[config.mk]
export PLATFORM = sky130hd
export DESIGN_NAME = sync_serial_16bit_port
export DESIGN_NICKNAME = d
export VERILOG_FILES = /design/src/verilog/ssio_pkg.sv /design/src/verilog/sync_serial_16bit_port.sv /design/src/verilog/baud_rate_gen.sv
export VERILOG_INCLUDE_DIRS = /design/src /design/src/verilog
export SDC_FILE = /design/constraint.sdc
export NUM_CORES = 1
export LEC_CHECK = 0
export ABC_AREA = 0
export BUFFER_PORTS_ARGS = -buffer_cell sky130_fd_sc_hd__buf_2
export CAP_MARGIN = 10
export CORE_MARGIN = 2
export CORE_UTILIZATION = 50
export CTS_BUF_LIST = sky130_fd_sc_hd__clkbuf_8 sky130_fd_sc_hd__clkbuf_16
export DETAILED_ROUTE_END_ITERATION = 8
export GPL_TIMING_DRIVEN = 0
export PLACE_DENSITY = 0.78
export REMOVE_ABC_BUFFERS = 1
export SLEW_MARGIN = 30
export SYNTH_ARGS = -nofsm -noshare
export SYNTH_HDL_FRONTEND = slang
export SYNTH_SLANG_ARGS = --single-unit
[constraint.sdc]
create_clock -name pclk -period 3.2 [get_ports pclk]
set_clock_uncertainty 0.1 [all_clocks]
set_input_delay 0.64 -clock pclk [delete_from_list [all_inputs] [get_ports pclk]]
set_output_delay 0.64 -clock pclk [all_outputs]
set_load 0.05 [all_outputs]
[src/verilog/ssio_cfg.svh]
// register indices, field positions, reset values and divider counts
`ifndef SSIO_CFG_SVH
`define SSIO_CFG_SVH
`define IDX_TX_WORD 16'hF480
`define IDX_RX_WORD 16'hF482
`define IDX_BAUD_CTL 16'hF484
`define IDX_CTL_STAT 16'hF486
`define IDX_MS_SEL 16'hF488
`define IDX_COUNTDOWN 16'hF48A
`define IDX_PRESCALE 16'hF804
`define IDX_PIN_SEL 16'hF826
`define IDX_CLK_CFG 16'hF836
`define CS_TX_UNDER 7
`define CS_TX_EMPTY 6
`define CS_TX_REQ_EN 5
`define CS_TX_EN 4
`define CS_RX_OVER 3
`define CS_RX_FULL 2
`define CS_RX_REQ_EN 1
`define CS_RX_EN 0
`define MS_TX_MASTER 1
`define MS_RX_MASTER 0
`define PIN_TX_DATA 0
`define PIN_RX_CLK 1
`define CFG_SRC_HALF 2
`define BAUD_EN_BIT 7
`define TX_UNDER_RESET 1'b1
`define TX_EMPTY_RESET 1'b1
`define PIN_IDLE_LEVEL 1'b1
`define HALF_RATE_LAST 2'h3
`define PRESCALE_EXTRA 11'h003
`define WORD_LAST 4'hF
`endif

[src/verilog/ssio_pkg.sv]
// types shared by the serial port and its baud-rate generator
package ssio_pkg;
  typedef enum logic [1:0] {TX_IDLE, TX_PRIME, TX_SHIFT} tx_state_t;

  typedef struct packed {
    logic [1:0] half_cnt;
    logic [10:0] pre_cnt;
    logic [6:0] cnt;
    logic out;
  } gen_state_t;

  typedef struct packed {
    tx_state_t tx_st;
    logic [15:0] tx_buf;
    logic [15:0] tx_sh;
    logic [3:0] tx_cnt;
    logic tx_holding_empty;
    logic tx_underflow_flag;
    logic tx_req_enable;
    logic tx_enable;
    logic [15:0] rx_buf;
    logic [15:0] rx_sh;
    logic [3:0] rx_cnt;
    logic rx_act;
    logic rx_holding_full;
    logic rx_overflow_flag;
    logic rx_req_enable;
    logic rx_enable;
    logic tx_master;
    logic rx_master;
    logic [7:0] pin_sel;
    logic [7:0] clk_cfg;
    logic [7:0] baud_ctl;
    logic [8:0] prescale;
    logic txc_prev;
    logic rxc_prev;
    logic [31:0] prdata;
    logic slverr;
  } port_state_t;
endpackage

[src/verilog/sync_serial_16bit_port.sv]
// synchronous 16-bit serial port with apb register access
`timescale 1ns/100ps
`default_nettype none
`include "ssio_cfg.svh"

module sync_serial_16bit_port #(
  parameter int ADDR_W = 18
) (
  input wire logic pclk,
  input wire logic presetn,
  input wire logic psel,
  input wire logic penable,
  input wire logic pwrite,
  input wire logic [ADDR_W-1:0] paddr,
  input wire logic [31:0] pwdata,
  output logic [31:0] prdata,
  output logic pready,
  output logic pslverr,
  output logic tx_data_pin,
  output logic tx_data_pin_oe,
  input wire logic tx_clock_pin_level,
  output logic tx_clock_pin_drive,
  output logic tx_clock_pin_oe,
  input wire logic rx_data_pin,
  input wire logic rx_clock_pin_level,
  output logic rx_clock_pin_drive,
  output logic rx_clock_pin_oe,
  output logic tx_refill_req,
  output logic rx_read_req
);
  import ssio_pkg::*;

  port_state_t q;
  port_state_t d;

  logic gen_clk;
  logic gen_rise;
  logic gen_fall;
  logic [6:0] gen_count;
  logic acc_wr;
  logic acc_rd;
  logic wr_txw;
  logic wr_ctl;
  logic wr_ms;
  logic wr_baud;
  logic wr_pre;
  logic wr_pin;
  logic wr_cfg;
  logic rd_rxw;
  logic [31:0] rdata;
  logic mapped;
  logic tx_fall;
  logic rx_rise;
  logic tx_start;
  logic tx_done;
  logic rx_go;
  logic rx_done;
  logic [15:0] tx_next;
  logic [15:0] rx_word;
  logic tx_active;

  // word-aligned byte address of a register index
  function automatic logic hit(input logic [ADDR_W-1:0] a, input logic [15:0] idx);
    return a == ADDR_W'({idx, 2'b00});
  endfunction

  baud_rate_gen u_gen (
    .pclk(pclk),
    .presetn(presetn),
    .use_half_rate(q.clk_cfg[`CFG_SRC_HALF]),
    .prescale(q.prescale),
    .baud_gen_enable(q.baud_ctl[`BAUD_EN_BIT]),
    .reload_value(q.baud_ctl[6:0]),
    .gen_clk(gen_clk),
    .gen_rise(gen_rise),
    .gen_fall(gen_fall),
    .count(gen_count)
  );

  // bus access decode
  assign acc_wr = psel & penable & pwrite;
  assign acc_rd = psel & penable & ~pwrite;
  assign wr_txw = acc_wr & hit(paddr, `IDX_TX_WORD);
  assign wr_ctl = acc_wr & hit(paddr, `IDX_CTL_STAT);
  assign wr_ms = acc_wr & hit(paddr, `IDX_MS_SEL);
  assign wr_baud = acc_wr & hit(paddr, `IDX_BAUD_CTL);
  assign wr_pre = acc_wr & hit(paddr, `IDX_PRESCALE);
  assign wr_pin = acc_wr & hit(paddr, `IDX_PIN_SEL);
  assign wr_cfg = acc_wr & hit(paddr, `IDX_CLK_CFG);
  assign rd_rxw = acc_rd & hit(paddr, `IDX_RX_WORD);

  // read data mux, captured in the setup cycle
  always_comb begin
    rdata = 32'h0000_0000;
    mapped = 1'b1;
    if (hit(paddr, `IDX_RX_WORD)) begin
      rdata = {16'h0000, q.rx_buf};
    end else if (hit(paddr, `IDX_CTL_STAT)) begin
      rdata = {24'h00_0000, q.tx_underflow_flag, q.tx_holding_empty, q.tx_req_enable,
               q.tx_enable, q.rx_overflow_flag, q.rx_holding_full, q.rx_req_enable,
               q.rx_enable};
    end else if (hit(paddr, `IDX_MS_SEL)) begin
      rdata = {30'h0000_0000, q.tx_master, q.rx_master};
    end else if (hit(paddr, `IDX_COUNTDOWN)) begin
      rdata = {24'h00_0000, q.baud_ctl[`BAUD_EN_BIT], gen_count};
    end else if (hit(paddr, `IDX_PIN_SEL)) begin
      rdata = {24'h00_0000, q.pin_sel};
    end else if (hit(paddr, `IDX_CLK_CFG)) begin
      rdata = {24'h00_0000, q.clk_cfg};
    end else if (!(hit(paddr, `IDX_TX_WORD) || hit(paddr, `IDX_BAUD_CTL) ||
                   hit(paddr, `IDX_PRESCALE))) begin
      mapped = 1'b0;
    end
  end

  // serial clock edges: generator in master mode, pin in slave mode
  assign tx_fall = q.tx_master ? gen_fall : (q.txc_prev & ~tx_clock_pin_level);
  assign rx_rise = q.rx_master ? gen_rise : (~q.rxc_prev & rx_clock_pin_level);

  assign tx_next = wr_txw ? pwdata[15:0] : q.tx_buf;
  assign tx_start = (q.tx_st == TX_IDLE) & q.tx_enable;
  assign tx_done = (q.tx_st == TX_SHIFT) & tx_fall & (q.tx_cnt == `WORD_LAST);
  assign rx_go = q.rx_act | q.rx_enable;
  assign rx_done = rx_go & rx_rise & (q.rx_cnt == `WORD_LAST);
  assign rx_word = {q.rx_sh[14:0], rx_data_pin};
  assign tx_active = q.tx_st != TX_IDLE;

  always_comb begin
    d = q;
    d.txc_prev = tx_clock_pin_level;
    d.rxc_prev = rx_clock_pin_level;
    if (psel & ~penable) begin
      d.prdata = rdata;
      d.slverr = ~mapped;
    end
    // software writes first, so hardware sets below win
    if (wr_txw) begin
      d.tx_buf = pwdata[15:0];
      d.tx_holding_empty = 1'b0;
    end
    if (wr_ctl) begin
      d.tx_underflow_flag = q.tx_underflow_flag & pwdata[`CS_TX_UNDER];
      d.rx_overflow_flag = q.rx_overflow_flag & pwdata[`CS_RX_OVER];
      d.tx_req_enable = pwdata[`CS_TX_REQ_EN];
      d.tx_enable = pwdata[`CS_TX_EN];
      d.rx_req_enable = pwdata[`CS_RX_REQ_EN];
      d.rx_enable = pwdata[`CS_RX_EN];
    end
    if (wr_ms) begin
      d.tx_master = pwdata[`MS_TX_MASTER];
      d.rx_master = pwdata[`MS_RX_MASTER];
    end
    if (wr_baud) begin
      d.baud_ctl = pwdata[7:0];
    end
    if (wr_pre) begin
      d.prescale = pwdata[8:0];
    end
    if (wr_pin) begin
      d.pin_sel = pwdata[7:0];
    end
    if (wr_cfg) begin
      d.clk_cfg = pwdata[7:0];
    end
    if (rd_rxw) begin
      d.rx_holding_full = 1'b0;
    end
    // transmitter
    case (q.tx_st)
      TX_IDLE: begin
        if (q.tx_enable) begin
          d.tx_sh = tx_next;
          d.tx_holding_empty = 1'b1;
          d.tx_cnt = 4'h0;
          d.tx_st = TX_PRIME;
        end
      end
      TX_PRIME: begin
        if (tx_fall) begin
          d.tx_st = TX_SHIFT;
        end
      end
      TX_SHIFT: begin
        if (tx_fall) begin
          if (q.tx_cnt != `WORD_LAST) begin
            d.tx_sh = {q.tx_sh[14:0], 1'b0};
            d.tx_cnt = q.tx_cnt + 4'h1;
          end else if (q.tx_enable) begin
            d.tx_sh = tx_next;
            d.tx_cnt = 4'h0;
            d.tx_holding_empty = 1'b1;
            if (q.tx_holding_empty & ~wr_txw) begin
              d.tx_underflow_flag = 1'b1;
            end
          end else begin
            d.tx_st = TX_IDLE;
          end
        end
      end
      default: begin
        d.tx_st = TX_IDLE;
      end
    endcase
    // receiver
    if (rx_go & rx_rise) begin
      d.rx_sh = rx_word;
      d.rx_cnt = q.rx_cnt + 4'h1;
      d.rx_act = 1'b1;
      if (q.rx_cnt == `WORD_LAST) begin
        d.rx_buf = rx_word;
        d.rx_holding_full = 1'b1;
        d.rx_act = q.rx_enable;
        if (q.rx_holding_full & ~rd_rxw) begin
          d.rx_overflow_flag = 1'b1;
        end
      end
    end
  end

  always_ff @(posedge pclk or negedge presetn) begin
    if (!presetn) begin
      q <= '0;
      q.tx_st <= TX_IDLE;
      q.tx_underflow_flag <= `TX_UNDER_RESET;
      q.tx_holding_empty <= `TX_EMPTY_RESET;
      q.txc_prev <= `PIN_IDLE_LEVEL;
      q.rxc_prev <= `PIN_IDLE_LEVEL;
    end else begin
      q <= d;
    end
  end

  // bus answers in the first access cycle
  assign pready = 1'b1;
  assign prdata = q.prdata;
  assign pslverr = q.slverr;

  // pins float whenever the channel is stopped
  assign tx_data_pin = q.tx_sh[15];
  assign tx_data_pin_oe = tx_active & q.pin_sel[`PIN_TX_DATA];
  assign tx_clock_pin_drive = gen_clk;
  assign tx_clock_pin_oe = tx_active & q.tx_master;
  assign rx_clock_pin_drive = gen_clk;
  assign rx_clock_pin_oe = rx_go & q.rx_master & q.pin_sel[`PIN_RX_CLK];
  assign tx_refill_req = q.tx_holding_empty & q.tx_req_enable;
  assign rx_read_req = q.rx_holding_full & q.rx_req_enable;

  tx_load_a: assert property (@(posedge pclk) disable iff (!presetn)
    tx_start |=> q.tx_holding_empty && tx_data_pin == $past(tx_next[15]))
    else $error("enable did not load the shift register");
  buf_clear_a: assert property (@(posedge pclk) disable iff (!presetn)
    wr_txw && !tx_start && !tx_done |=> !q.tx_holding_empty)
    else $error("buffer write did not clear empty flag");
  tx_underflow_a: assert property (@(posedge pclk) disable iff (!presetn)
    tx_done && q.tx_enable && q.tx_holding_empty && !wr_txw |=>
      q.tx_underflow_flag && q.tx_sh == $past(q.tx_buf))
    else $error("underflow not flagged or old word not resent");
  tx_stop_a: assert property (@(posedge pclk) disable iff (!presetn)
    tx_done && !q.tx_enable |=> !tx_data_pin_oe && !tx_clock_pin_oe)
    else $error("pins still driven after disabled word ended");
  hold_top_a: assert property (@(posedge pclk) disable iff (!presetn)
    q.tx_st == TX_PRIME && tx_fall |=> tx_data_pin == $past(q.tx_sh[15]))
    else $error("top bit left the pin before second falling edge");
  rx_word_a: assert property (@(posedge pclk) disable iff (!presetn)
    rx_done |=> q.rx_holding_full && q.rx_buf == $past(rx_word))
    else $error("received word not stored");
  rx_overflow_a: assert property (@(posedge pclk) disable iff (!presetn)
    rx_done && q.rx_holding_full && !rd_rxw |=> q.rx_overflow_flag)
    else $error("overflow not flagged");
  rx_clear_a: assert property (@(posedge pclk) disable iff (!presetn)
    rd_rxw && !rx_done |=> !q.rx_holding_full)
    else $error("buffer read did not clear full flag");
  err_keep_a: assert property (@(posedge pclk) disable iff (!presetn)
    wr_ctl && pwdata[`CS_TX_UNDER] && !tx_done |=> q.tx_underflow_flag == $past(q.tx_underflow_flag))
    else $error("writing one changed the underflow flag");
  ovf_keep_a: assert property (@(posedge pclk) disable iff (!presetn)
    wr_ctl && pwdata[`CS_RX_OVER] && !rx_done |=> q.rx_overflow_flag == $past(q.rx_overflow_flag))
    else $error("writing one changed the overflow flag");
  under_clear_a: assert property (@(posedge pclk) disable iff (!presetn)
    wr_ctl && !pwdata[`CS_TX_UNDER] && !tx_done |=> !q.tx_underflow_flag)
    else $error("writing zero did not clear the underflow flag");
  ovf_clear_a: assert property (@(posedge pclk) disable iff (!presetn)
    wr_ctl && !pwdata[`CS_RX_OVER] && !rx_done |=> !q.rx_overflow_flag)
    else $error("writing zero did not clear the overflow flag");

  // transmit path
  refill_req_a: assert property (@(posedge pclk) disable iff (!presetn)
    tx_start && q.tx_req_enable && !wr_ctl |=> tx_refill_req)
    else $error("refill request missing after load");
  tx_direct_a: assert property (@(posedge pclk) disable iff (!presetn)
    wr_txw && tx_start |=> q.tx_sh == $past(pwdata[15:0]))
    else $error("word written during load not loaded");
  tx_shift_a: assert property (@(posedge pclk) disable iff (!presetn)
    q.tx_st == TX_SHIFT && tx_fall && q.tx_cnt != `WORD_LAST |=> tx_data_pin == $past(q.tx_sh[14]))
    else $error("next lower bit not shifted out");
  tx_steady_a: assert property (@(posedge pclk) disable iff (!presetn)
    tx_active && !tx_fall |=> $stable(tx_data_pin))
    else $error("data changed without a falling clock edge");
  tx_reload_a: assert property (@(posedge pclk) disable iff (!presetn)
    tx_done && q.tx_enable |=> q.tx_st == TX_SHIFT && q.tx_holding_empty)
    else $error("enabled transmitter did not reload");
  tx_skip_a: assert property (@(posedge pclk) disable iff (!presetn)
    tx_done && !q.tx_enable && !wr_txw |=>
      q.tx_st == TX_IDLE && q.tx_holding_empty == $past(q.tx_holding_empty))
    else $error("disabled transmitter loaded the buffer");

  // receive path
  read_req_a: assert property (@(posedge pclk) disable iff (!presetn)
    rx_done && q.rx_req_enable && !wr_ctl |=> rx_read_req)
    else $error("read request missing after word stored");
  rx_shift_a: assert property (@(posedge pclk) disable iff (!presetn)
    rx_go && rx_rise |=> q.rx_sh == $past(rx_word))
    else $error("receive shift register did not take the bit");
  rx_first_a: assert property (@(posedge pclk) disable iff (!presetn)
    q.rx_enable && !q.rx_act && rx_rise |=> q.rx_act && q.rx_sh[0] == $past(rx_data_pin))
    else $error("first rising edge after enable not sampled");
  rx_still_a: assert property (@(posedge pclk) disable iff (!presetn)
    !rx_go |=> $stable(q.rx_sh) && $stable(q.rx_cnt))
    else $error("stopped receiver still shifting");
  rx_finish_a: assert property (@(posedge pclk) disable iff (!presetn)
    rx_done && !q.rx_enable && !wr_ctl |=> !rx_go)
    else $error("disabled receiver did not stop after its word");
  rx_float_a: assert property (@(posedge pclk) disable iff (!presetn)
    !rx_go |-> !rx_clock_pin_oe)
    else $error("receive clock driven while receiver stopped");
endmodule // sync_serial_16bit_port

`default_nettype wire

[src/verilog/baud_rate_gen.sv]
// baud-rate generator: source select, prescaler and seven-bit down counter
`timescale 1ns/100ps
`default_nettype none
`include "ssio_cfg.svh"

module baud_rate_gen (
  input wire logic pclk,
  input wire logic presetn,
  input wire logic use_half_rate,
  input wire logic [8:0] prescale,
  input wire logic baud_gen_enable,
  input wire logic [6:0] reload_value,
  output logic gen_clk,
  output logic gen_rise,
  output logic gen_fall,
  output logic [6:0] count
);
  import ssio_pkg::*;

  gen_state_t q;
  gen_state_t d;
  logic [10:0] pre_last;
  logic tick;
  logic toggle;

  // prescaled clock ticks once every 2*(prescale+2) pclk cycles
  assign pre_last = {1'b0, prescale, 1'b0} + `PRESCALE_EXTRA;
  assign tick = use_half_rate ? (q.half_cnt == `HALF_RATE_LAST) : (q.pre_cnt >= pre_last);
  assign toggle = baud_gen_enable & tick & (q.cnt == 7'h00);

  always_comb begin
    d = q;
    d.half_cnt = q.half_cnt + 2'h1;
    d.pre_cnt = (q.pre_cnt >= pre_last) ? 11'h000 : q.pre_cnt + 11'h001;
    if (!baud_gen_enable) begin
      d.cnt = 7'h00;
      d.out = 1'b0;
    end else if (tick) begin
      if (q.cnt == 7'h00) begin
        d.cnt = reload_value;
        d.out = ~q.out;
      end else begin
        d.cnt = q.cnt - 7'h01;
      end
    end
  end

  always_ff @(posedge pclk or negedge presetn) begin
    if (!presetn) begin
      q <= '0;
    end else begin
      q <= d;
    end
  end

  assign gen_clk = q.out;
  assign gen_rise = toggle & ~q.out;
  assign gen_fall = toggle & q.out;
  assign count = q.cnt;

  gen_off_a: assert property (@(posedge pclk) disable iff (!presetn)
    !baud_gen_enable |=> count == 7'h00 && !gen_clk)
    else $error("generator not cleared when disabled");
  gen_reload_a: assert property (@(posedge pclk) disable iff (!presetn)
    toggle |=> count == $past(reload_value) && gen_clk != $past(gen_clk))
    else $error("generator did not reload and toggle");
  gen_step_a: assert property (@(posedge pclk) disable iff (!presetn)
    baud_gen_enable && tick && count != 7'h00 && $stable(baud_gen_enable) |=>
      count == $past(count) - 7'h01)
    else $error("generator count did not step down");
endmodule // baud_rate_gen

`default_nettype wire

Yosys cells after proc, flatten, opt, wreduce, memory -nomap -nowiden
Index checks and enable logic that the tools add are counted.
{"block": "word_totals", "ff_bits": 173, "in_bits": 58, "output_inout_bits": 42, "wordCells": 150}
{"block": "op_classes", "add_sub_neg": 6, "n_lt_le_gt_ge": 1, "n_eq_ne": 22, "mux": 43, "bitwise": 38, "reduce_logical": 10}
{"operator": "== test 18 bit, second input constant", "count": 9}
{"operator": "two-way mux 8 bit", "count": 7}
{"operator": "two-way mux 22 bit", "count": 2}
{"operator": "case mux 21 bit (2 select lines)", "count": 1}
{"operator": "two-way mux 16 bit", "count": 2}
{"operator": "AND 1 bit", "count": 29}
{"operator": "two-way mux 21 bit", "count": 1}
{"operator": "two-way mux 20 bit", "count": 1}
{"operator": "two-way mux 1 bit", "count": 16}
{"operator": "two-way mux 2 bit", "count": 7}
{"operator": "adder 10 x 2 -> 11 bit, second input constant", "count": 1}
{"operator": "adder 11 x 1 -> 11 bit, second input constant", "count": 1}
{"operator": ">= comparator 11 bit", "count": 1}
{"operator": "two-way mux 11 bit", "count": 1}
{"operator": "!= test 2 bit, second input constant", "count": 5}
{"operator": "two-way mux 3 bit", "count": 3}
{"operator": "adder 4 x 1 -> 4 bit, second input constant", "count": 2}
{"operator": "inverter 1 bit", "count": 8}
{"operator": "logical NOT 7 bit", "count": 1}
{"operator": "two-way mux 7 bit", "count": 1}
{"operator": "subtractor 7 x 1 -> 7 bit, second input constant", "count": 1}
{"operator": "case mux 2 bit (3 select lines)", "count": 1}
{"operator": "AND reduction 5 bit", "count": 1}
{"operator": "== test 2 bit, second input constant", "count": 2}
{"operator": "other kinds (12)", "count": 16}

Longest topological paths before layout
Gate-level depths: netlist (run 1).
{"block": "depth", "depth_word": 11, "mapped_depth": 13}

By module
Synthesis (run 1) repeated with hierarchy kept, for this count alone.
{"block": "unflattened", "hier_cells": 694, "area_unflattened_um2": 7938.9}
{"module": "sync_serial_16bit_port", "instances": 1, "cells_per_inst": 516, "area_per_inst_um2": 6331.1, "seq_area_each_um2": 3408.3}
{"module": "baud_rate_gen", "instances": 1, "cells_per_inst": 178, "area_per_inst_um2": 1607.8, "seq_area_each_um2": 525.5}

Worst setup path after synthesis (run 1)
Ideal clock, no wire load.
{"block": "synth_path", "kind": "reg2reg", "from": "register q[37] (netlist name)", "to": "register q[118] (netlist name)", "arrival_time_ps": 2826, "path_slack_ps": 192, "stages_incl_launch_ff": 14, "n_path_buf": 2, "period_less_slack_ps": 3008, "path_cell_list": "dfrtp_1 and3_1 and3_1 nand3_1 xor2_1 ha_1 a21o_1 a311oi_1 o211ai_1 a211o_1 clkbuf_1 and2_1 clkbuf_1 a31oi_1"}
{"block": "synth_between", "elab_chain_len": 9}
{"item": "start: declaration", "line": "sync_serial_16bit_port.sv:33", "text": "port_state_t q;"}
{"item": "adder 10 x 2 -> 11 bit (no source line)"}
{"item": ">= comparator 11 bit", "line": "baud_rate_gen.sv:28", "text": "assign tick = use_half_rate ? (q.half_cnt == `HALF_RATE_LAST) : (q.pre_cnt >= pre_last);"}
{"item": "two-way mux 1 bit", "line": "baud_rate_gen.sv:28"}
{"item": "AND 1 bit (2 in series)", "line": "baud_rate_gen.sv:29", "text": "assign toggle = baud_gen_enable & tick & (q.cnt == 7'h00);"}
{"item": "AND 1 bit", "line": "baud_rate_gen.sv:58", "text": "assign gen_fall = toggle & q.out;"}
{"item": "two-way mux 1 bit", "line": "sync_serial_16bit_port.sv:117", "text": "assign tx_fall = q.tx_master ? gen_fall : (q.txc_prev & ~tx_clock_pin_level);"}
{"item": "!= test 2 bit (no source line)"}
{"item": "AND reduction 4 bit (no source line)"}
Every way passes these cells.
A chain may end at the register's enable or synchronous reset.

Worst setup path in the final report (run 1)
{"block": "layout_path", "from": "register q[35] (netlist name)", "to": "register q[120] (netlist name)"}
Same word-level chain as after synthesis.

==> results of run 1 <==
cells in the mapped netlist (all sizes together) (5+ instances only):
| cell type | n |
|---|---|
| and3 | 7 |
| o21ai | 30 |
| o21a | 6 |
| ha | 16 |
| and2 | 6 |
| a21oi | 28 |
| dfrtp | 153 |
| inv | 16 |
| mux2 | 93 |
| nand2 | 38 |
| or3 | 7 |
| clkbuf | 24 |
| nand3 | 56 |
| nor2 | 33 |
| o31ai | 5 |
| xnor2 | 8 |
| xor2 | 12 |
| buf | 39 |
| nand4 | 10 |
| nor3 | 10 |
| a31oi | 19 |
power groups by stage:
stage               Combinational (W)  Clock, W  Sequential [W]
floorplan                    0.000452         0         0.00226
global placement             0.000661         0         0.00225
detailed placement           0.000707         0         0.00226
CTS                          0.000834   0.00203         0.00223
global route                  0.00113   0.00211         0.00227
finish                        0.00105   0.00201         0.00225
flip-flops by register name, indices dropped and copies added (netlist names):
signal,flops
u_gen.count,7
tx_data_pin,1
pslverr,1
u_gen.q,13
q,118
u_gen.gen_clk,1
prdata,16
cell families after synthesis:
logic type	synth area share (%)
AND/OR/NAND/NOR	12.8
flip-flops	51.4
AO/OA/AOI/OAI	10.2
multiplexers	14.8
buffers and inverters	5.82
XOR/XNOR	2.29
adder cells (fa/ha/maj)	2.61
other	0.0981
per-stage QoR:
stage,hold slack [ns],instances,setup WS [ns],setup TNS [ns],total power (W)
after global routing,0.0879,947,-0.205,-6.40,0.00550
after floorplan,0.244,630,-0.396,-12.70,0.00271
after detailed placement,0.324,887,-1.00,-36.75,0.00297
after global placement,0.313,884,-1.19,-161.44,0.00291
after CTS,0.0704,933,0.000913,0,0.00509
final,0.0482,947,-0.108,-0.721,0.00531
worst min path at each step:
stage,slack (ns),endpoint,cells after the start,startpoint
floorplan,0.24,prdata[0],0,presetn
global placement,0.31,u_gen.q[19],1,u_gen.q[19]
detailed placement,0.32,u_gen.q[19],1,u_gen.q[19]
CTS,0.07,q[146],1,presetn
global route,0.09,q[127],1,presetn
finish,0.05,q[146],1,presetn
cell type report:
type	instances	share of cell area [%]
Timing Repair Buffer	91	6.72
Sequential cell	157	43.6
Inverter	16	0.666
Clock buffer	21	5.33
Tap cell	188	2.61
Clock inverter	10	1.25
Multi-Input combinational cell	464	39.8
worst max-delay path: cells and delay by family (launching register included):
| kind | cells | cell delay [ns] |
|---|---|---|
| buf+inv | 2 | 0.33 |
| compound gates | 4 | 1.06 |
| flops | 1 | 0.50 |
| xor+xnor | 1 | 0.18 |
| fa+ha+maj | 2 | 0.57 |
| simple gates | 3 | 0.44 |
cell usage in the layout, fill, tap and decap left out, types with 4 or more instances in the layout:
master	synthesis	routed
a211o_4	0	4
a21o_1	4	4
a21oi_1	27	20
a21oi_2	1	8
a22oi_1	4	4
a31oi_1	19	17
and2_1	6	5
and3_1	7	5
buf_2	2	65
buf_4	35	17
buf_6	2	4
clkbuf_16	0	18
clkbuf_8	0	4
clkinv_2	0	4
conb_1	2	17
dfrtp_1	153	153
dfstp_2	4	4
ha_1	16	15
inv_1	16	16
mux2_2	80	80
mux2_4	13	13
mux2i_1	4	4
nand2_1	38	37
nand3_1	55	48
nand3_2	1	8
nand4_1	9	9
nor2_1	31	30
nor3_1	6	6
nor3b_1	4	4
o21a_1	6	6
o21ai_0	29	25
o31ai_1	5	5
or3_1	5	5
xnor2_1	8	8
xor2_1	12	12
repair_timing:
action                     CTS  global route
resized for setup           10            32
hold endpoints to repair     0             0
setup buffers               12             9
gates cloned                 3             5
pin swaps                    7            15
setup endpoints to repair   60            65
per-layer routing:
layer	track usage (%)	share of wire (%)	routed length (µm)	vias to the layer above
met2	35.8	49	9160	253
met1	30.0	42	7840	2915
met3	3.76	5.8	1070	43
met4	9.24	2.5	471	0
met5	0	0	0	-
li1	-	-	-	2557
==> results.json, run 1 <==
{
  "outcome": "finished with violations",
  "violations": "negative setup slack",
  "r2r_start": "q[35]",
  "worst-path-max-fanout": 13,
  "slowest_stage": "dfrtp_1",
  "combPwrFrac_pct": 19.8,
  "endpoint": "q[120]",
  "fin_area_um2": 9020,
  "numPortBuffers": 66,
  "netlist_area_um2": 7660,
  "clkTransAtPathRegs_ns": 0.06,
  "synth_warnings": 0,
  "syn-instance-count": 678,
  "ys_types": 62,
  "tightestPinTransition_ns": 1.14,
  "synth.top_cell.area_share_pct": 50.0,
  "antenna_found_initial": 0,
  "fin_crit_ns": 3.31,
  "p_sw_w": 0.00155,
  "wirelength_um": 18500,
  "drtPass1Iterations": 5,
  "worstSetupEndpointType": "register",
  "cts_buffers": 17,
  "cp.required_ns": 3.40,
  "fp-row-count": 45,
  "cts.sinks": 157,
  "intPower_w": 0.00376,
  "leakagePower_nw": 4.26,
  "wl_per_cell_um": 19.6,
  "max_freq_mhz": 302,
  "viasPerCell": 6.09,
  "insertion_delay_ns": 0.43,
  "overflow": 0,
  "fillerInstances": 1168,
  "final_core_util_pct": 59.8,
  "r2r-end": "q[120]",
  "pwr-share-clk_pct": 37.9,
  "start_kind": "register",
  "cap_viol_max_count": 0,
  "ys_seq_area_share_pct": 51.4,
  "drv_slew": 0,
  "area_growth_pct": 17.8,
  "setup_viol": 23,
  "crit_type": "register to register",
  "async_reset_ff_share_pct": 100,
  "critPathArrivalTime_ns": 3.51,
  "min_period_over_period_pct": 103,
  "die_h_um": 128,
  "synth-seq-cells": 157,
  "layout-drive-gt1-share_pct": 35.3,
  "synth_ff_type": "dfrtp_1",
  "antenna_cells": 0,
  "postRouteAntennaNets": 0,
  "grt_pass1_wl_um": 28200,
  "die_width_um": 128,
  "hp-class": "input pin to asynchronous set/reset pin",
  "grt_max_degree": 94,
  "core_area_um2": 15100,
  "final_nets": 821,
  "hold_viol": 0,
  "switching_share_pct": 29.2,
  "root_buffer": "clkbuf_16",
  "regToRegSetupSlack_ns": -0.11,
  "rr_worst_depth": 12,
  "syn_area_per_cell_um2": 11.3,
  "vias": 5768,
  "drt_iter0_drc": 550,
  "cp_slowest_stage_delay_ns": 0.50,
  "critPathMostFrequentCell": "nand3_1",
  "multi_input_area_um2": 3590,
  "globalplace.congestion": 0.853,
  "finalWorstSetupSlack_ns": -0.108,
  "cts_hold_buf": 0,
  "io_pins": 100,
  "yosys-top-cells-area": "dfrtp_1, mux2_2, nand3_1",
  "placed_area_um2": 7970,
  "peakVddDrop_uv": 539,
  "cts_tree": "yes",
  "start_util_pct": 50.7,
  "synth_top_cell_by_area": "dfrtp_1",
  "dp_hpwl_um": 11400,
  "timing.critical_path.from": "q[35]",
  "rsz0062_at_grt": "true",
  "crit_path_cell_trace": "ha_2, nand3_1, xor2_1, ha_1, nand4_1, a211o_1, o211a_4, buf_12, o21ai_4, buf_6, nand3_1, a31oi_1",
  "synth_edf_count": 0,
  "grt_use_total_pct": 22.2,
  "final-seq-area_um2": 3930,
  "dieArea_um2": 16300,
  "seq_power_share_pct": 42.3,
  "drc_errors": 0,
  "cts_buffer_depth": 2,
  "maxSlewHeadroom_pct": 23.6,
  "grt_pass1_vias": 5590,
  "powerDensity_nw_per_um2": 589,
  "htree_levels": 4
}
(Power assumes the default switching activity.)
==> run 2, diff against run 1 <==
Settings changed: CAP_MARGIN 10 to 20, CORE_UTILIZATION 50 to 52, PLACE_DENSITY 0.78 to 0.81.
==> run 2 against run 1 <==
The flow now finishes without violations; final cell count shrank 0.95%; combinational power shrank 12%; setup slack gained 0.12 ns; cell area shrank 1.1%; critical path depth grew 1; global-route usage grew 1.8 points; wire length shrank 0.17%; sequential share of layout area grew 0.50 points; register-to-register slack gained 0.12 ns; critical path type unchanged; largest cell class unchanged.
==> results.json, run 2 (same netlist as run 1, synthesis figures left out) <==
{
  "top_register": "q",
  "vias": 5682,
  "crit_type": "register to register",
  "slowest_stage": "dfrtp_1",
  "cp.required_ns": 3.41,
  "powerDensity_nw_per_um2": 590,
  "intPower_w": 0.00369,
  "cp_slowest_stage_delay_ns": 0.39,
  "layout-drive-gt1-share_pct": 33.6,
  "multi_input_area_um2": 3500,
  "rsz0062_at_grt": "true",
  "drc_errors": 0,
  "root_buffer": "clkbuf_16",
  "die_h_um": 125,
  "hold_ws_ns": 0.0471,
  "leakagePower_nw": 4.24,
  "finalWorstSetupSlack_ns": 0.0117,
  "fin_crit_ns": 3.19,
  "p_sw_w": 0.00157,
  "min_period_over_period_pct": 99.6,
  "fin_cells": 938,
  "cap_viol_max_count": 0,
  "setup_tns_ns": 0,
  "peakVddDrop_uv": 496,
  "max_freq_mhz": 314,
  "final_nets": 815,
  "cts_hold_buf": 0,
  "dp_hpwl_um": 11500,
  "worstSetupEndpointType": "register",
  "pwr-share-clk_pct": 40.0,
  "viasPerCell": 6.06,
  "wl_per_cell_um": 19.7,
  "insertion_delay_ns": 0.43,
  "cts.sinks": 157,
  "grt_max_degree": 95,
  "critPathMostFrequentCell": "and3_4",
  "maxSlewHeadroom_pct": 39.9,
  "layout_common_cells": "dfrtp_1, mux2_2, buf_2",
  "outcome": "finished clean",
  "hp-class": "input pin to asynchronous set/reset pin",
  "tightestPinTransition_ns": 0.899,
  "post-place-ws_ns": -0.993,
  "largest_reg_flops": 118,
  "fillerInstances": 1069,
  "combPwrFrac_pct": 17.5,
  "fp-row-count": 44,
  "htree_levels": 4,
  "switching_share_pct": 29.9,
  "dieArea_um2": 15700,
  "area_growth_pct": 16.5,
  "io_pins": 100,
  "drtPass1Iterations": 6,
  "overflow": 0,
  "start_kind": "register",
  "final-seq-area_um2": 3940,
  "final_common_cell": "dfrtp_1",
  "seq_power_share_pct": 42.5,
  "crit_path_cell_trace": "and3_4, and3_4, nand3_2, xor2_1, ha_1, a21o_1, a311oi_2, o211ai_1, buf_4, a211o_4, clkbuf_16, nand3_1, a31oi_1",
  "grt_pass1_wl_um": 30000,
  "hold_viol": 0,
  "final_core_util_pct": 61.6,
  "cts_buffers": 17,
  "drv_slew": 0,
  "clkTransAtPathRegs_ns": 0.06,
  "cts_tree": "yes",
  "antenna_found_initial": 0,
  "antenna_cells": 0,
  "cts_buffer_depth": 2,
  "globalplace.congestion": 0.912,
  "numPortBuffers": 66,
  "dp.cells": 883,
  "start_util_pct": 52.9,
  "drt_iter0_drc": 492,
  "worst-path-max-fanout": 6,
  "die_width_um": 125,
  "wirelength_um": 18500,
  "grt_use_total_pct": 24.0,
  "critPathArrivalTime_ns": 3.40,
  "grt_pass1_vias": 5722,
  "setup_viol": 0,
  "core_area_um2": 14500,
  "postRouteAntennaNets": 0
}
[run 2: cell count changes in the layout (fill, tap and decap cells not counted), moves of 3 or more]
cell      delta
buf_4        -3
nand3_1      +4
a21oi_1      +5
clkbuf_8     -4
nand3_2      -4
clkinv_2     -3
inv_6        +4
a21oi_2      -5
[run 2: layer usage]
layer  GRT usage [%]  vias to the layer above  wire (µm)
met5               0                        -          0
met4            7.71                        0        342
met3            5.52                       33       1170
met2            39.5                      233       9370
met1            31.8                     2880       7610
li1                -                     2536          -
[run 2: path summary, 6_finish.rpt]
path | start | end | slack [ns] | depth (start not counted)
min in group pclk | rx_clock_pin_level | q[33] | 0.22 | 1
min reg2reg | u_gen.q[19] | u_gen.q[19] | 0.33 | 1
max in group asynchronous | presetn | q[33] | 2.10 | 2
max reg2reg | q[38] | q[129] | 0.01 | 13
min | presetn | q[83] | 0.05 | 1
max | q[38] | q[129] | 0.01 | 13
[run 2: power groups by stage]
stage / logic (W) / clock network [W] / registers, W
finish: 0.000920 / 0.00211 / 0.00224
floorplan: 0.000452 / 0 / 0.00226
CTS: 0.000827 / 0.00212 / 0.00223
global route: 0.00100 / 0.00220 / 0.00225
detailed placement: 0.000710 / 0 / 0.00226
global placement: 0.000659 / 0 / 0.00225
[run 2: metrics by stage]
stage | instance area (µm²) | power [W]
after floorplan | 7330 | 0.00271
after global placement | 7890 | 0.00291
after detailed placement | 7970 | 0.00297
after CTS | 8770 | 0.00517
after global routing | 8920 | 0.00546
final | 8920 | 0.00526
[run 2: cell type report]
type / instances / share of cell area (%)
clock buffer: 17 / 4.77
clock inverter: 15 / 2.10
inverter: 16 / 0.673
multi-input combinational: 462 / 39.2
sequential: 157 / 44.1
tap: 184 / 2.58
timing repair buffer: 87 / 6.51
[run 2: what timing repair did]
action | 4_1_cts | 5_1_grt
pin swaps | 6 | 7
cloned | 4 | 2
setup buffers | 9 | 8
endpoints found under the setup margin | 60 | 63
gates resized for setup | 11 | 13
[run 2: critical path: cells and delay by family, from the launching register on]
family,cells,cell delay [ns]
AO/OA/AOI/OAI,5,1.17
adder cells (fa/ha/maj),1,0.30
flip-flops,1,0.39
XOR/XNOR,1,0.15
AND/OR/NAND/NOR,4,0.58
buffers and inverters,2,0.37
